--- src/logic/tdw_pkg.sv ---
// Purpose: constants and types for the transmit descriptor chain walker
// Assumes: 32-bit byte-addressed memory port, eight transmit channels
// Notes:   flag positions sit in the flags/packet-length word
//
// Contract
// - descriptor is four aligned 32-bit words
// - completion pointer reads last processed descriptor (engine loads the first descriptor of the last packet)
// - pass-crc flag suppresses generated frame check
// - next word zero ends the queue
// - engine never writes words zero to two
// - patch before fetch is followed
// - patch after fetch halts the channel
// - buffer pointer is any byte address
// - skip offset bytes before valid data
// - offset applies on first fragment only
// - buffer length counts valid bytes only
// - packet length equals sum of fragments
// - engine never alters start or end flags
// - clear held flag after whole packet
// - end flag plus zero next sets end-of-queue
// - teardown flags aborted packet's first descriptor
// - teardown flags one packet then stops
package tdw_pkg;
   localparam int NCH = 8;
   localparam int CHW = 3;
   // register offsets on the plain port, one word each, channel in bits 4:2
   localparam logic [7:0] HDP_BASE = 8'h00;   // tx_head_pointer_reg n at 0x00 + 4n
   localparam logic [7:0] CP_BASE  = 8'h20;   // tx_completion_pointer_reg n at 0x20 + 4n
   localparam logic [7:0] TD_REG   = 8'h40;   // write channel number to tear it down
   localparam logic [7:0] ST_REG   = 8'h44;   // active channel bits, read only
   localparam logic [7:0] IRQ_REG  = 8'h48;   // completion pending bits, read only
   // descriptor word byte offsets
   localparam logic [31:0] W_NEXT = 32'h0000_0000;
   localparam logic [31:0] W_BUF  = 32'h0000_0004;
   localparam logic [31:0] W_OFL  = 32'h0000_0008;
   localparam logic [31:0] W_FLG  = 32'h0000_000c;
   localparam int F_START = 31;
   localparam int F_END   = 30;
   localparam int F_OWN   = 29;
   localparam int F_QEND  = 28;
   localparam int F_TDC  = 27;
   localparam int F_PCRC = 26;
   localparam logic [31:0] PTR_RESET = 32'h0000_0000;

   typedef struct packed {
      logic        first;   // first fragment of a packet
      logic [31:0] addr;   // byte address of first data byte
      logic [15:0] len;    // valid bytes in this fragment
      logic        last;    // last fragment of a packet
      logic        gen_crc;
      logic [2:0]  chan;
   } tdw_frag_s;

   typedef struct packed {
      logic        rd;
      logic        wr;
      logic [31:0] addr;
      logic [31:0] wdata;
   } tdw_mem_req_s;
endpackage : tdw_pkg

--- src/logic/tdw_chan_regs.sv ---
// Purpose: per-channel head, completion and teardown state
// Assumes: writes come from the plain register port
// Notes:   one generate loop holds every channel
`timescale 1ns/1ns
module tdw_chan_regs
(
   input  wire logic                 core_clk,
   input  wire logic                 rst,
   input  wire logic [tdw_pkg::NCH-1:0] hdp_we,
   input  wire logic [tdw_pkg::NCH-1:0] cp_we,
   input  wire logic [tdw_pkg::NCH-1:0] td_we,
   input  wire logic [31:0]          wdata,
   input  wire logic [tdw_pkg::NCH-1:0] take,
   input  wire logic [tdw_pkg::NCH-1:0] done,
   input  wire logic [tdw_pkg::NCH-1:0] td_ack,
   input  wire logic [31:0]          eng_ptr,
   input  wire logic [31:0]          eng_cp,
   output logic [tdw_pkg::NCH-1:0][31:0] hdp_q,
   output logic [tdw_pkg::NCH-1:0][31:0] cp_q,
   output logic [tdw_pkg::NCH-1:0][31:0] ack_q,
   output logic [tdw_pkg::NCH-1:0]   act_q,
   output logic [tdw_pkg::NCH-1:0]   td_q
);
   genvar g;
   generate
      for (g = 0; g < tdw_pkg::NCH; g++)
      begin : g_ch
         // head pointer: software load, engine advances it while walking
         always_ff @(posedge core_clk or posedge rst)
         begin
            if (rst)
            begin
               hdp_q[g] <= tdw_pkg::PTR_RESET;
               act_q[g] <= 1'b0;
            end
            else if (hdp_we[g])
            begin
               hdp_q[g] <= wdata;
               act_q[g] <= (wdata != 32'h0);
            end
            else if (take[g])
            begin
               hdp_q[g] <= eng_ptr;
               act_q[g] <= (eng_ptr != 32'h0);
            end
         end
         // completion pointer from engine, acknowledge value from software
         always_ff @(posedge core_clk or posedge rst)
         begin
            if (rst)
            begin
               cp_q[g]  <= tdw_pkg::PTR_RESET;
               ack_q[g] <= tdw_pkg::PTR_RESET;
            end
            else
            begin
               if (done[g])
                  cp_q[g] <= eng_cp;
               if (cp_we[g])
                  ack_q[g] <= wdata;
            end
         end
         // teardown request, set wins over the engine's acknowledge
         always_ff @(posedge core_clk or posedge rst)
         begin
            if (rst)
               td_q[g] <= 1'b0;
            else if (td_we[g])
               td_q[g] <= 1'b1;
            else if (td_ack[g])
               td_q[g] <= 1'b0;
         end
      end
   endgenerate
endmodule : tdw_chan_regs

--- src/logic/tdw_walker.sv ---
// Purpose: walks transmit descriptor chains and hands fragments to the mac
// Assumes: memory port answers a read with mem_rvalid, a write with mem_wdone
// Notes:   one channel served at a time, lowest active channel first
`timescale 1ns/1ns
module tdw_walker
(
   input  wire logic                core_clk,
   input  wire logic                rst,
   input  wire logic [7:0]          reg_addr,
   input  wire logic [31:0]         reg_wdata,
   input  wire logic                reg_wr,
   input  wire logic                reg_rd,
   output logic [31:0]              reg_rdata,
   output tdw_pkg::tdw_mem_req_s    mem_req,
   input  wire logic                mem_rvalid,
   input  wire logic [31:0]         mem_rdata,
   input  wire logic                mem_wdone,
   output tdw_pkg::tdw_frag_s       frag,
   output logic                     frag_valid,
   input  wire logic                frag_ready,
   output logic [tdw_pkg::NCH-1:0]  irq_raw
);
   typedef enum logic [3:0] {
      S_IDLE, S_RD_FLG, S_RD_OFL, S_RD_BUF, S_RD_NXT, S_SEND,
      S_WR_QEND, S_WR_FIRST, S_TD_WR
   } tdw_state_e;

   tdw_state_e state_q;
   logic [tdw_pkg::CHW-1:0] ch_q;
   logic [31:0] desc_q;      // descriptor being walked
   logic [31:0] first_q;     // first-fragment descriptor of the packet
   logic [31:0] first_flg_q; // flags word of the first fragment
   logic [31:0] flg_q;
   logic [31:0] ofl_q;
   logic [31:0] buf_q;
   logic [31:0] nxt_q;
   logic [tdw_pkg::NCH-1:0][31:0] hdp;
   logic [tdw_pkg::NCH-1:0][31:0] cpv;
   logic [tdw_pkg::NCH-1:0][31:0] ackv;
   logic [tdw_pkg::NCH-1:0] act;
   logic [tdw_pkg::NCH-1:0] tdq;
   logic [tdw_pkg::NCH-1:0] take;
   logic [tdw_pkg::NCH-1:0] done;
   logic [tdw_pkg::NCH-1:0] td_ack;
   logic [tdw_pkg::NCH-1:0] irq_d;
   logic [31:0] eng_ptr;
   logic [31:0] rdata_d;

   // register decode, channel index from address bits 4:2
   wire [2:0] rch    = reg_addr[4:2];
   wire       is_hdp = (reg_addr[7:5] == tdw_pkg::HDP_BASE[7:5]);
   wire       is_cp  = (reg_addr[7:5] == tdw_pkg::CP_BASE[7:5]);
   wire       is_td  = (reg_addr == tdw_pkg::TD_REG);
   wire [tdw_pkg::NCH-1:0] onehot = 8'h01 << rch;
   wire [tdw_pkg::NCH-1:0] td_sel = 8'h01 << reg_wdata[2:0];
   wire [tdw_pkg::NCH-1:0] hdp_we = (reg_wr && is_hdp) ? onehot : 8'h00;
   wire [tdw_pkg::NCH-1:0] cp_we  = (reg_wr && is_cp) ? onehot : 8'h00;
   wire [tdw_pkg::NCH-1:0] td_we  = (reg_wr && is_td) ? td_sel : 8'h00;

   tdw_chan_regs u_regs
   (
      .core_clk (core_clk),
      .rst      (rst),
      .hdp_we   (hdp_we),
      .cp_we    (cp_we),
      .td_we    (td_we),
      .wdata    (reg_wdata),
      .take     (take),
      .done     (done),
      .td_ack   (td_ack),
      .eng_ptr  (eng_ptr),
      .eng_cp   (first_q),
      .hdp_q    (hdp),
      .cp_q     (cpv),
      .ack_q    (ackv),
      .act_q    (act),
      .td_q     (tdq)
   );

   // read mux; unmapped offsets read zero
   always_comb
   begin
      rdata_d = 32'h0;
      if (is_hdp)
         rdata_d = hdp[rch];
      else if (is_cp)
         rdata_d = cpv[rch];
      else if (reg_addr == tdw_pkg::ST_REG)
         rdata_d = {24'h0, act};
      else if (reg_addr == tdw_pkg::IRQ_REG)
         rdata_d = {24'h0, irq_raw};
   end

   always_comb
   begin
      for (int i = 0; i < tdw_pkg::NCH; i++)
         irq_d[i] = (cpv[i] != ackv[i]);
   end

   // channel pick: lowest active channel; teardowns of idle channels are only acknowledged
   logic [tdw_pkg::CHW-1:0] pick;
   logic                    pick_ok;
   always_comb
   begin
      pick    = 3'h0;
      pick_ok = 1'b0;
      for (int i = tdw_pkg::NCH - 1; i >= 0; i--)
         if (act[i])
         begin
            pick    = i[2:0];
            pick_ok = 1'b1;
         end
   end

   // fields of the fetched words
   wire        f_first = flg_q[tdw_pkg::F_START];
   wire        f_last  = flg_q[tdw_pkg::F_END];
   wire [15:0] f_off   = ofl_q[31:16];
   wire [15:0] f_blen  = ofl_q[15:0];
   wire        fire    = frag_valid && frag_ready;
   wire        nxt_nul = (nxt_q == 32'h0);
   wire        td_now  = tdq[ch_q];

   wire [31:0] skip    = f_first ? {16'h0, f_off} : 32'h0;
   wire [31:0] dat_adr = buf_q + skip;

   // pointer handed back to the channel registers when the walk moves on
   assign eng_ptr = (state_q == S_TD_WR) ? 32'h0 : nxt_q;

   always_comb
   begin
      take   = '0;
      done   = '0;
      td_ack = '0;
      // nothing is left to abort on a halted channel, so its request is dropped
      for (int i = 0; i < tdw_pkg::NCH; i++)
         td_ack[i] = tdq[i] && !act[i];
      if (state_q == S_SEND && fire && !f_last)
         take[ch_q] = 1'b1;
      if (state_q == S_WR_FIRST && mem_wdone)
      begin
         take[ch_q] = 1'b1;
         done[ch_q] = 1'b1;
      end
      if (state_q == S_TD_WR && mem_wdone)
      begin
         take[ch_q]   = 1'b1;
         done[ch_q]   = 1'b1;
         td_ack[ch_q] = 1'b1;
      end
   end

   // walk sequencer
   always_ff @(posedge core_clk or posedge rst)
   begin
      if (rst)
      begin
         state_q    <= S_IDLE;
         ch_q       <= 3'h0;
         desc_q     <= 32'h0;
         first_q    <= 32'h0;
         first_flg_q <= 32'h0;
         flg_q      <= 32'h0;
         ofl_q      <= 32'h0;
         buf_q      <= 32'h0;
         nxt_q      <= 32'h0;
         mem_req    <= '0;
         frag       <= '0;
         frag_valid <= 1'b0;
      end
      else
      begin
         mem_req.rd <= 1'b0;
         mem_req.wr <= 1'b0;
         case (state_q)
            S_IDLE:
            begin
               if (pick_ok)
               begin
                  ch_q        <= pick;
                  desc_q      <= {hdp[pick][31:2], 2'b00};
                  first_q     <= {hdp[pick][31:2], 2'b00};
                  mem_req.rd   <= 1'b1;
                  mem_req.addr <= {hdp[pick][31:2], 2'b00} + tdw_pkg::W_FLG;
                  state_q      <= S_RD_FLG;
               end
            end
            S_RD_FLG:
            begin
               if (mem_rvalid)
               begin
                  flg_q <= mem_rdata;
                  if (mem_rdata[tdw_pkg::F_START])
                  begin
                     first_q     <= desc_q;
                     first_flg_q <= mem_rdata;
                  end
                  if (td_now && mem_rdata[tdw_pkg::F_START])
                  begin
                     mem_req.wr    <= 1'b1;
                     mem_req.addr  <= desc_q + tdw_pkg::W_FLG;
                     mem_req.wdata <= mem_rdata | (32'h1 << tdw_pkg::F_TDC);
                     state_q       <= S_TD_WR;
                  end
                  else
                  begin
                     mem_req.rd   <= 1'b1;
                     mem_req.addr <= desc_q + tdw_pkg::W_OFL;
                     state_q      <= S_RD_OFL;
                  end
               end
            end
            S_RD_OFL:
            begin
               if (mem_rvalid)
               begin
                  ofl_q        <= mem_rdata;
                  mem_req.rd   <= 1'b1;
                  mem_req.addr <= desc_q + tdw_pkg::W_BUF;
                  state_q      <= S_RD_BUF;
               end
            end
            S_RD_BUF:
            begin
               if (mem_rvalid)
               begin
                  buf_q        <= mem_rdata;
                  mem_req.rd   <= 1'b1;
                  mem_req.addr <= desc_q + tdw_pkg::W_NEXT;
                  state_q      <= S_RD_NXT;
               end
            end
            S_RD_NXT:
            begin
               if (mem_rvalid)
               begin
                  nxt_q        <= {mem_rdata[31:2], 2'b00};
                  frag.first   <= f_first;
                  frag.addr    <= dat_adr;
                  frag.len     <= f_blen;
                  frag.last    <= f_last;
                  frag.gen_crc <= !first_flg_q[tdw_pkg::F_PCRC];
                  frag.chan    <= ch_q;
                  frag_valid   <= 1'b1;
                  state_q      <= S_SEND;
               end
            end
            S_SEND:
            begin
               if (fire)
               begin
                  frag_valid <= 1'b0;
                  if (!f_last && !nxt_nul)
                  begin
                     // stay on this channel so the packet's first descriptor is kept
                     desc_q       <= nxt_q;
                     mem_req.rd   <= 1'b1;
                     mem_req.addr <= nxt_q + tdw_pkg::W_FLG;
                     state_q      <= S_RD_FLG;
                  end
                  // a chain cut inside a packet halts the channel
                  else if (!f_last)
                     state_q <= S_IDLE;
                  else if (nxt_nul)
                  begin
                     mem_req.wr    <= 1'b1;
                     mem_req.addr  <= desc_q + tdw_pkg::W_FLG;
                     mem_req.wdata <= flg_q | (32'h1 << tdw_pkg::F_QEND);
                     state_q       <= S_WR_QEND;
                  end
                  else
                  begin
                     mem_req.wr    <= 1'b1;
                     mem_req.addr  <= first_q + tdw_pkg::W_FLG;
                     mem_req.wdata <= first_flg_q & ~(32'h1 << tdw_pkg::F_OWN);
                     state_q       <= S_WR_FIRST;
                  end
               end
            end
            S_WR_QEND:
            begin
               if (mem_wdone)
               begin
                  // the queue-end descriptor may also be the first fragment
                  mem_req.wr    <= 1'b1;
                  mem_req.addr  <= first_q + tdw_pkg::W_FLG;
                  mem_req.wdata <= (first_q == desc_q)
                                   ? (flg_q | (32'h1 << tdw_pkg::F_QEND)) & ~(32'h1 << tdw_pkg::F_OWN)
                                   : first_flg_q & ~(32'h1 << tdw_pkg::F_OWN);
                  state_q       <= S_WR_FIRST;
               end
            end
            S_WR_FIRST:
            begin
               if (mem_wdone)
                  state_q <= S_IDLE;
            end
            S_TD_WR:
            begin
               if (mem_wdone)
                  state_q <= S_IDLE;
            end
            default:
               state_q <= S_IDLE;
         endcase
      end
   end

   // read data one cycle after the strobe, interrupt level registered
   always_ff @(posedge core_clk or posedge rst)
   begin
      if (rst)
      begin
         reg_rdata <= 32'h0;
         irq_raw   <= '0;
      end
      else
      begin
         reg_rdata <= reg_rd ? rdata_d : 32'h0;
         irq_raw   <= irq_d;
      end
   end
endmodule : tdw_walker

--- config.mk ---
export PLATFORM = sky130hd
export DESIGN_NAME = tdw_walker
export DESIGN_NICKNAME = d
export VERILOG_FILES = /design/src/logic/tdw_pkg.sv /design/src/logic/tdw_chan_regs.sv /design/src/logic/tdw_walker.sv
export SDC_FILE = /design/constraint.sdc
export NUM_CORES = 2
export LEC_CHECK = 0
export ABC_AREA = 1
export BUFFER_PORTS_ARGS = -buffer_cell sky130_fd_sc_hd__buf_2
export CAP_MARGIN = 20
export CORE_MARGIN = 5
export CORE_UTILIZATION = 40
export CTS_CLUSTER_SIZE = 25
export DETAILED_ROUTE_END_ITERATION = 16
export SLEW_MARGIN = 30
export SYNTH_ARGS = -nofsm -noshare
export SYNTH_HDL_FRONTEND = slang
export SYNTH_SLANG_ARGS = --single-unit
--- constraint.sdc ---
create_clock -name core_clk -period 64.6 [get_ports core_clk]
set_input_delay 0 -clock core_clk [delete_from_list [all_inputs] [get_ports core_clk]]
set_output_delay 0 -clock core_clk [all_outputs]
set_load 0.02 [all_outputs]
==> metrics.md <==
| Metric | Value |
|---|---|
| GRT overflow | 0 |
| Hold path depth | 5 |
| Startpoint types | primary input |
| Critical path type | primary input to register |
| Post-Synth Simple-Gate Area | between 20% and 30% |
| DIE AREA | 163,000 um^2 |
| Yosys reg bits | 1,150 |
| Area of the multi-input gates | between 20,000 and 30,000 um^2 |
| Placed insts | around 10,000 |
| DR vias | between 60,000 and 70,000 |
| CP bufs+invs | 8 |
| Top_reg_cell synth | dfrtp_1 |
| Worst Setup End Kind | register |
| RSZ-0062 raised after global routing | false |
| # setup viols final | 0 |
| Crit path max fanout | 37 |
| EDFF count, synth | 0 |
| Worst-Margin Slew | ~1.1 ns |
| Ys Warns | 0 |
| Setup_tns | 0 ns |
| Util after Layout | between 40% and 50% |
| Synth unique cells | between 60 and 70 |
| R2r endpoint | u_regs.act_q[0]$_DFFE_PP0P_ |
| Final period utilization | ~8.4% |
| Starting DRT DRC Count | ~9,000 |
| FFs w/ async S/R, synth | 100% |
| Worst R2R Start | state_q[3]$_DFFE_PP0P_ |
| Post-synthesis adder-cell area fraction | less than 1% |
| DRT Pass-1 Iters | 9 |
| Mux cell area share after synthesis | less than 1% |
| Pre-CTS setup slack | ~60 ns |
| Hold Vio Cnt, Final | 0 |
| Final Critical Period | around 5.4 ns |
| Number of antenna violations at the first check in global routing | 13 |
| Nets | around 8,300 |
| Hold Crit Class | primary input to register |
| GP Congestion | slightly above 1 |
| FF-to-FF setup slack | slightly below 60 ns |
| Mapped Cells | approximately 8,200 |
| Core area | 154,000 um^2 |
| Die H | between 400 and 500 um |
| Worst Path Required | around 65 ns |
| CP dominant cell by count | inv_1 |
| Total GRT Usage | between 30% and 40% |
| Number of top-level pins | 240 |
| I/O Buffers | ~240 |
| WL per Instance | 27.3 um |
| Final worst slack | roughly 59 ns |
| Min Hold Slack | ~0.043 ns |
| Antenna viol nets, final | 0 |
| Synthesized cell area | 62,100 um^2 |
| Achievable clock frequency | between 150 and 200 MHz |
| Max rail drop VDD | 0.0306 mV |
| Total Wirelength | ~280,000 um |
| Max clock buf depth | 3 |
| Filler instances | between 15,000 and 20,000 |
| Share of layout cells above drive strength 1 | under 10% |
| Total CTS buffers | roughly 140 |
| Initial Util | between 40% and 50% |
| Hold Buf Count CTS | between 90 and 100 |
| TritonCTS clock tree | yes |
| Register Area | 28,800 um^2 |
| Setup Fix Bufs, Post-CTS | 0 |
| Seq/Total Area, Yosys | between 40% and 50% |
| Status | complete, no violations |
| Worst slew margin | between 20% and 30% |
| First-pass GRT wire length | about 400,000 um |
| Critical Path Slowest Stage Cell | nor2_4 |
| Reg2Reg Depth | 13 |
| Compound-Gate Fraction of Synth Area | 19.2% |
| Post-DR vias/cell | roughly 6 |
| Vias in the first global route | roughly 58,000 |
| CTS Sinks | between 1,000 and 1,500 |
| Avg Cell Area, Syn | around 7.6 um^2 |
| Row count | roughly 140 |
| Area delta synth->final | 14.0% |
| Slew Viols, Final | 0 |
| Worst hold start | frag_ready |
| Top delay family on crit path | buffers and inverters |
| DRC | 0 |
| Post-Layout Cell Count | about 10,000 |
| Crit-path cells | dlygate4sd3_1, buf_2, nor2_2, buf_4, inv_1, nor2_2, inv_2, nor2_4, inv_1, nor2_4, inv_1, nand2_2, inv_2, nand2_1, o21ai_0 |
| Largest family of logic cells by synthesized area | simple AND/OR/NAND/NOR gates |
| Pwr Density | around 44 nW/um^2 |
| Detailed placer's ending HPWL | ~200,000 um |
| Die W | 404 um |
| Clk_lat worst skew | roughly 0.81 ns |
| Slowest stage delay, CP | between 0.8 and 0.9 ns |
| Hold EP | frag_valid$_DFFE_PP0P_ |
| Xor/xnor share of the synthesized area | ~3.3% |
| H-tree Lvls | 4 |
| Critical Path AT | ~6.1 ns |
| Max-cap violations | 0 |
| Leak pwr | ~32 nW |
| Resized cells post-CTS | 0 |
| Post-Route Skew | 0.0360 ns |
| Clock Root Buffer | clkbuf_16 |
| Pin count of the biggest net entering global routing | between 150 and 200 |
| Worst-path clk slew | 0.06 ns |
[layout make-up]
| cell class | count | share of cell area [%] |
|---|---|---|
| Timing Repair Buffer | 448 | 4.40 |
| Clock inverter | 69 | 1.45 |
| Antenna cell | 8 | 0.0283 |
| Inverter | 693 | 3.70 |
| Sequential cell | 1150 | 40.6 |
| Tap cell | 2044 | 3.61 |
| Clock buffer | 182 | 5.49 |
| Multi-Input combinational cell | 5783 | 40.7 |
[registers in the layout (all words and copies together), names as in the netlist, 30 cells and up]
name	count
reg_rdata	32
nxt_q	30
u_regs.cp_q	240
frag	54
ofl_q	32
mem_req	64
first_flg_q	31
u_regs.ack_q	256
buf_q	32
first_q	30
u_regs.hdp_q	256
desc_q	30
flg_q	31
[worst reg2reg max path, delay by kind of cell, from the launching register on]
kind                   cells  cell delay (ns)
and+or+nand+nor            5             2.20
AOI/OAI and AO/OA          4             1.23
DFF                        1             0.43
buffers and inverters      4             1.42
[where the power goes]
| group | switching [mW] | internal (mW) | total, mW |
|---|---|---|---|
| logic | 0.832 | 0.313 | 1.15 |
| registers | 0.206 | 0.910 | 1.12 |
| clock network | 0.346 | 0.494 | 0.841 |
[stage by stage]
stage	instance area (um^2)	power (mW)
floorplan	62100	1.72
global placement	64700	2.20
detailed placement	64800	2.21
CTS	70700	3.06
global route	70800	3.23
finish	70800	3.10
[per-layer routing]
layer	global-route usage (%)	share of wire, %	vias up
met3	9.23	12	727
met4	16.6	5.9	8
met2	48.8	41	3946
met5	0	0.018	-
li1	-	-	27500
met1	46.8	40	30200
[cell usage after synthesis (all sizes together), types with 3 or more instances]
cell type	n	area, um^2
a211oi	21	158
o21a	10	75.1
o211ai	49	368
dfrtp	1150	28800
o2111ai	59	517
nand3	473	2380
nand4	76	475
inv	674	2530
a31oi	143	910
a41oi	4	35.0
or2	24	150
o21ai	1058	5300
o31ai	7	52.6
xor2	176	1540
a22oi	20	150
clkbuf	400	1500
nor2	716	2790
xnor2	55	482
nor3	143	731
nor3b	6	45.0
a221oi	24	210
buf	136	758
ha	23	288
clkinv	19	71.3
and3	3	18.8
nor4	59	375
nand3b	4	30.0
o22ai	221	1390
o311ai	11	96.3
o221ai	7	61.3
a2111oi	8	70.1
o32ai	3	26.3
a21oi	477	2410
nand2	1880	7150
o311a	4	40.0
[how the worst max path moves through the flow]
stage | start | end | cells past startpoint
6_report | reg_addr[7] | u_regs.hdp_q[118]$_DFFE_PP0P_ | 15
5_1_grt | state_q[3]$_DFFE_PP0P_ | u_regs.act_q[0]$_DFFE_PP0P_ | 13
4_1_cts | state_q[3]$_DFFE_PP0P_ | u_regs.hdp_q[129]$_DFFE_PP0P_ | 12
3_5_place_dp | reg_addr[7] | u_regs.hdp_q[124]$_DFFE_PP0P_ | 14
3_3_place_gp | reg_addr[7] | u_regs.hdp_q[125]$_DFFE_PP0P_ | 14
2_1_floorplan | rst | buf_q[0]$_DFFE_PP0P_ | 1
[cell usage in the layout (no fill, tap or decap), types with 137 or more instances in the layout]
| master | synthesis | routed |
|---|---|---|
| dfrtp_1 | 1150 | 1150 |
| nor2_1 | 691 | 671 |
| nand2_1 | 1851 | 1833 |
| inv_1 | 649 | 642 |
| nor3_1 | 140 | 137 |
| nand3_1 | 470 | 468 |
| buf_2 | 89 | 238 |
| a31oi_1 | 142 | 142 |
| o21ai_0 | 1049 | 1049 |
| o22ai_1 | 220 | 220 |
| xor2_1 | 176 | 176 |
| a21oi_1 | 474 | 473 |
[cells by family after synthesis]
logic type | count (synthesis)
multiplexers | 1
flip-flops | 1150
AO/OA/AOI/OAI | 2136
XOR/XNOR | 231
other | 1
adder cells (fa/ha/maj) | 24
AND/OR/NAND/NOR | 3389
buffers and inverters | 1229
No activity file was read; power rests on OpenSTA's default activity.
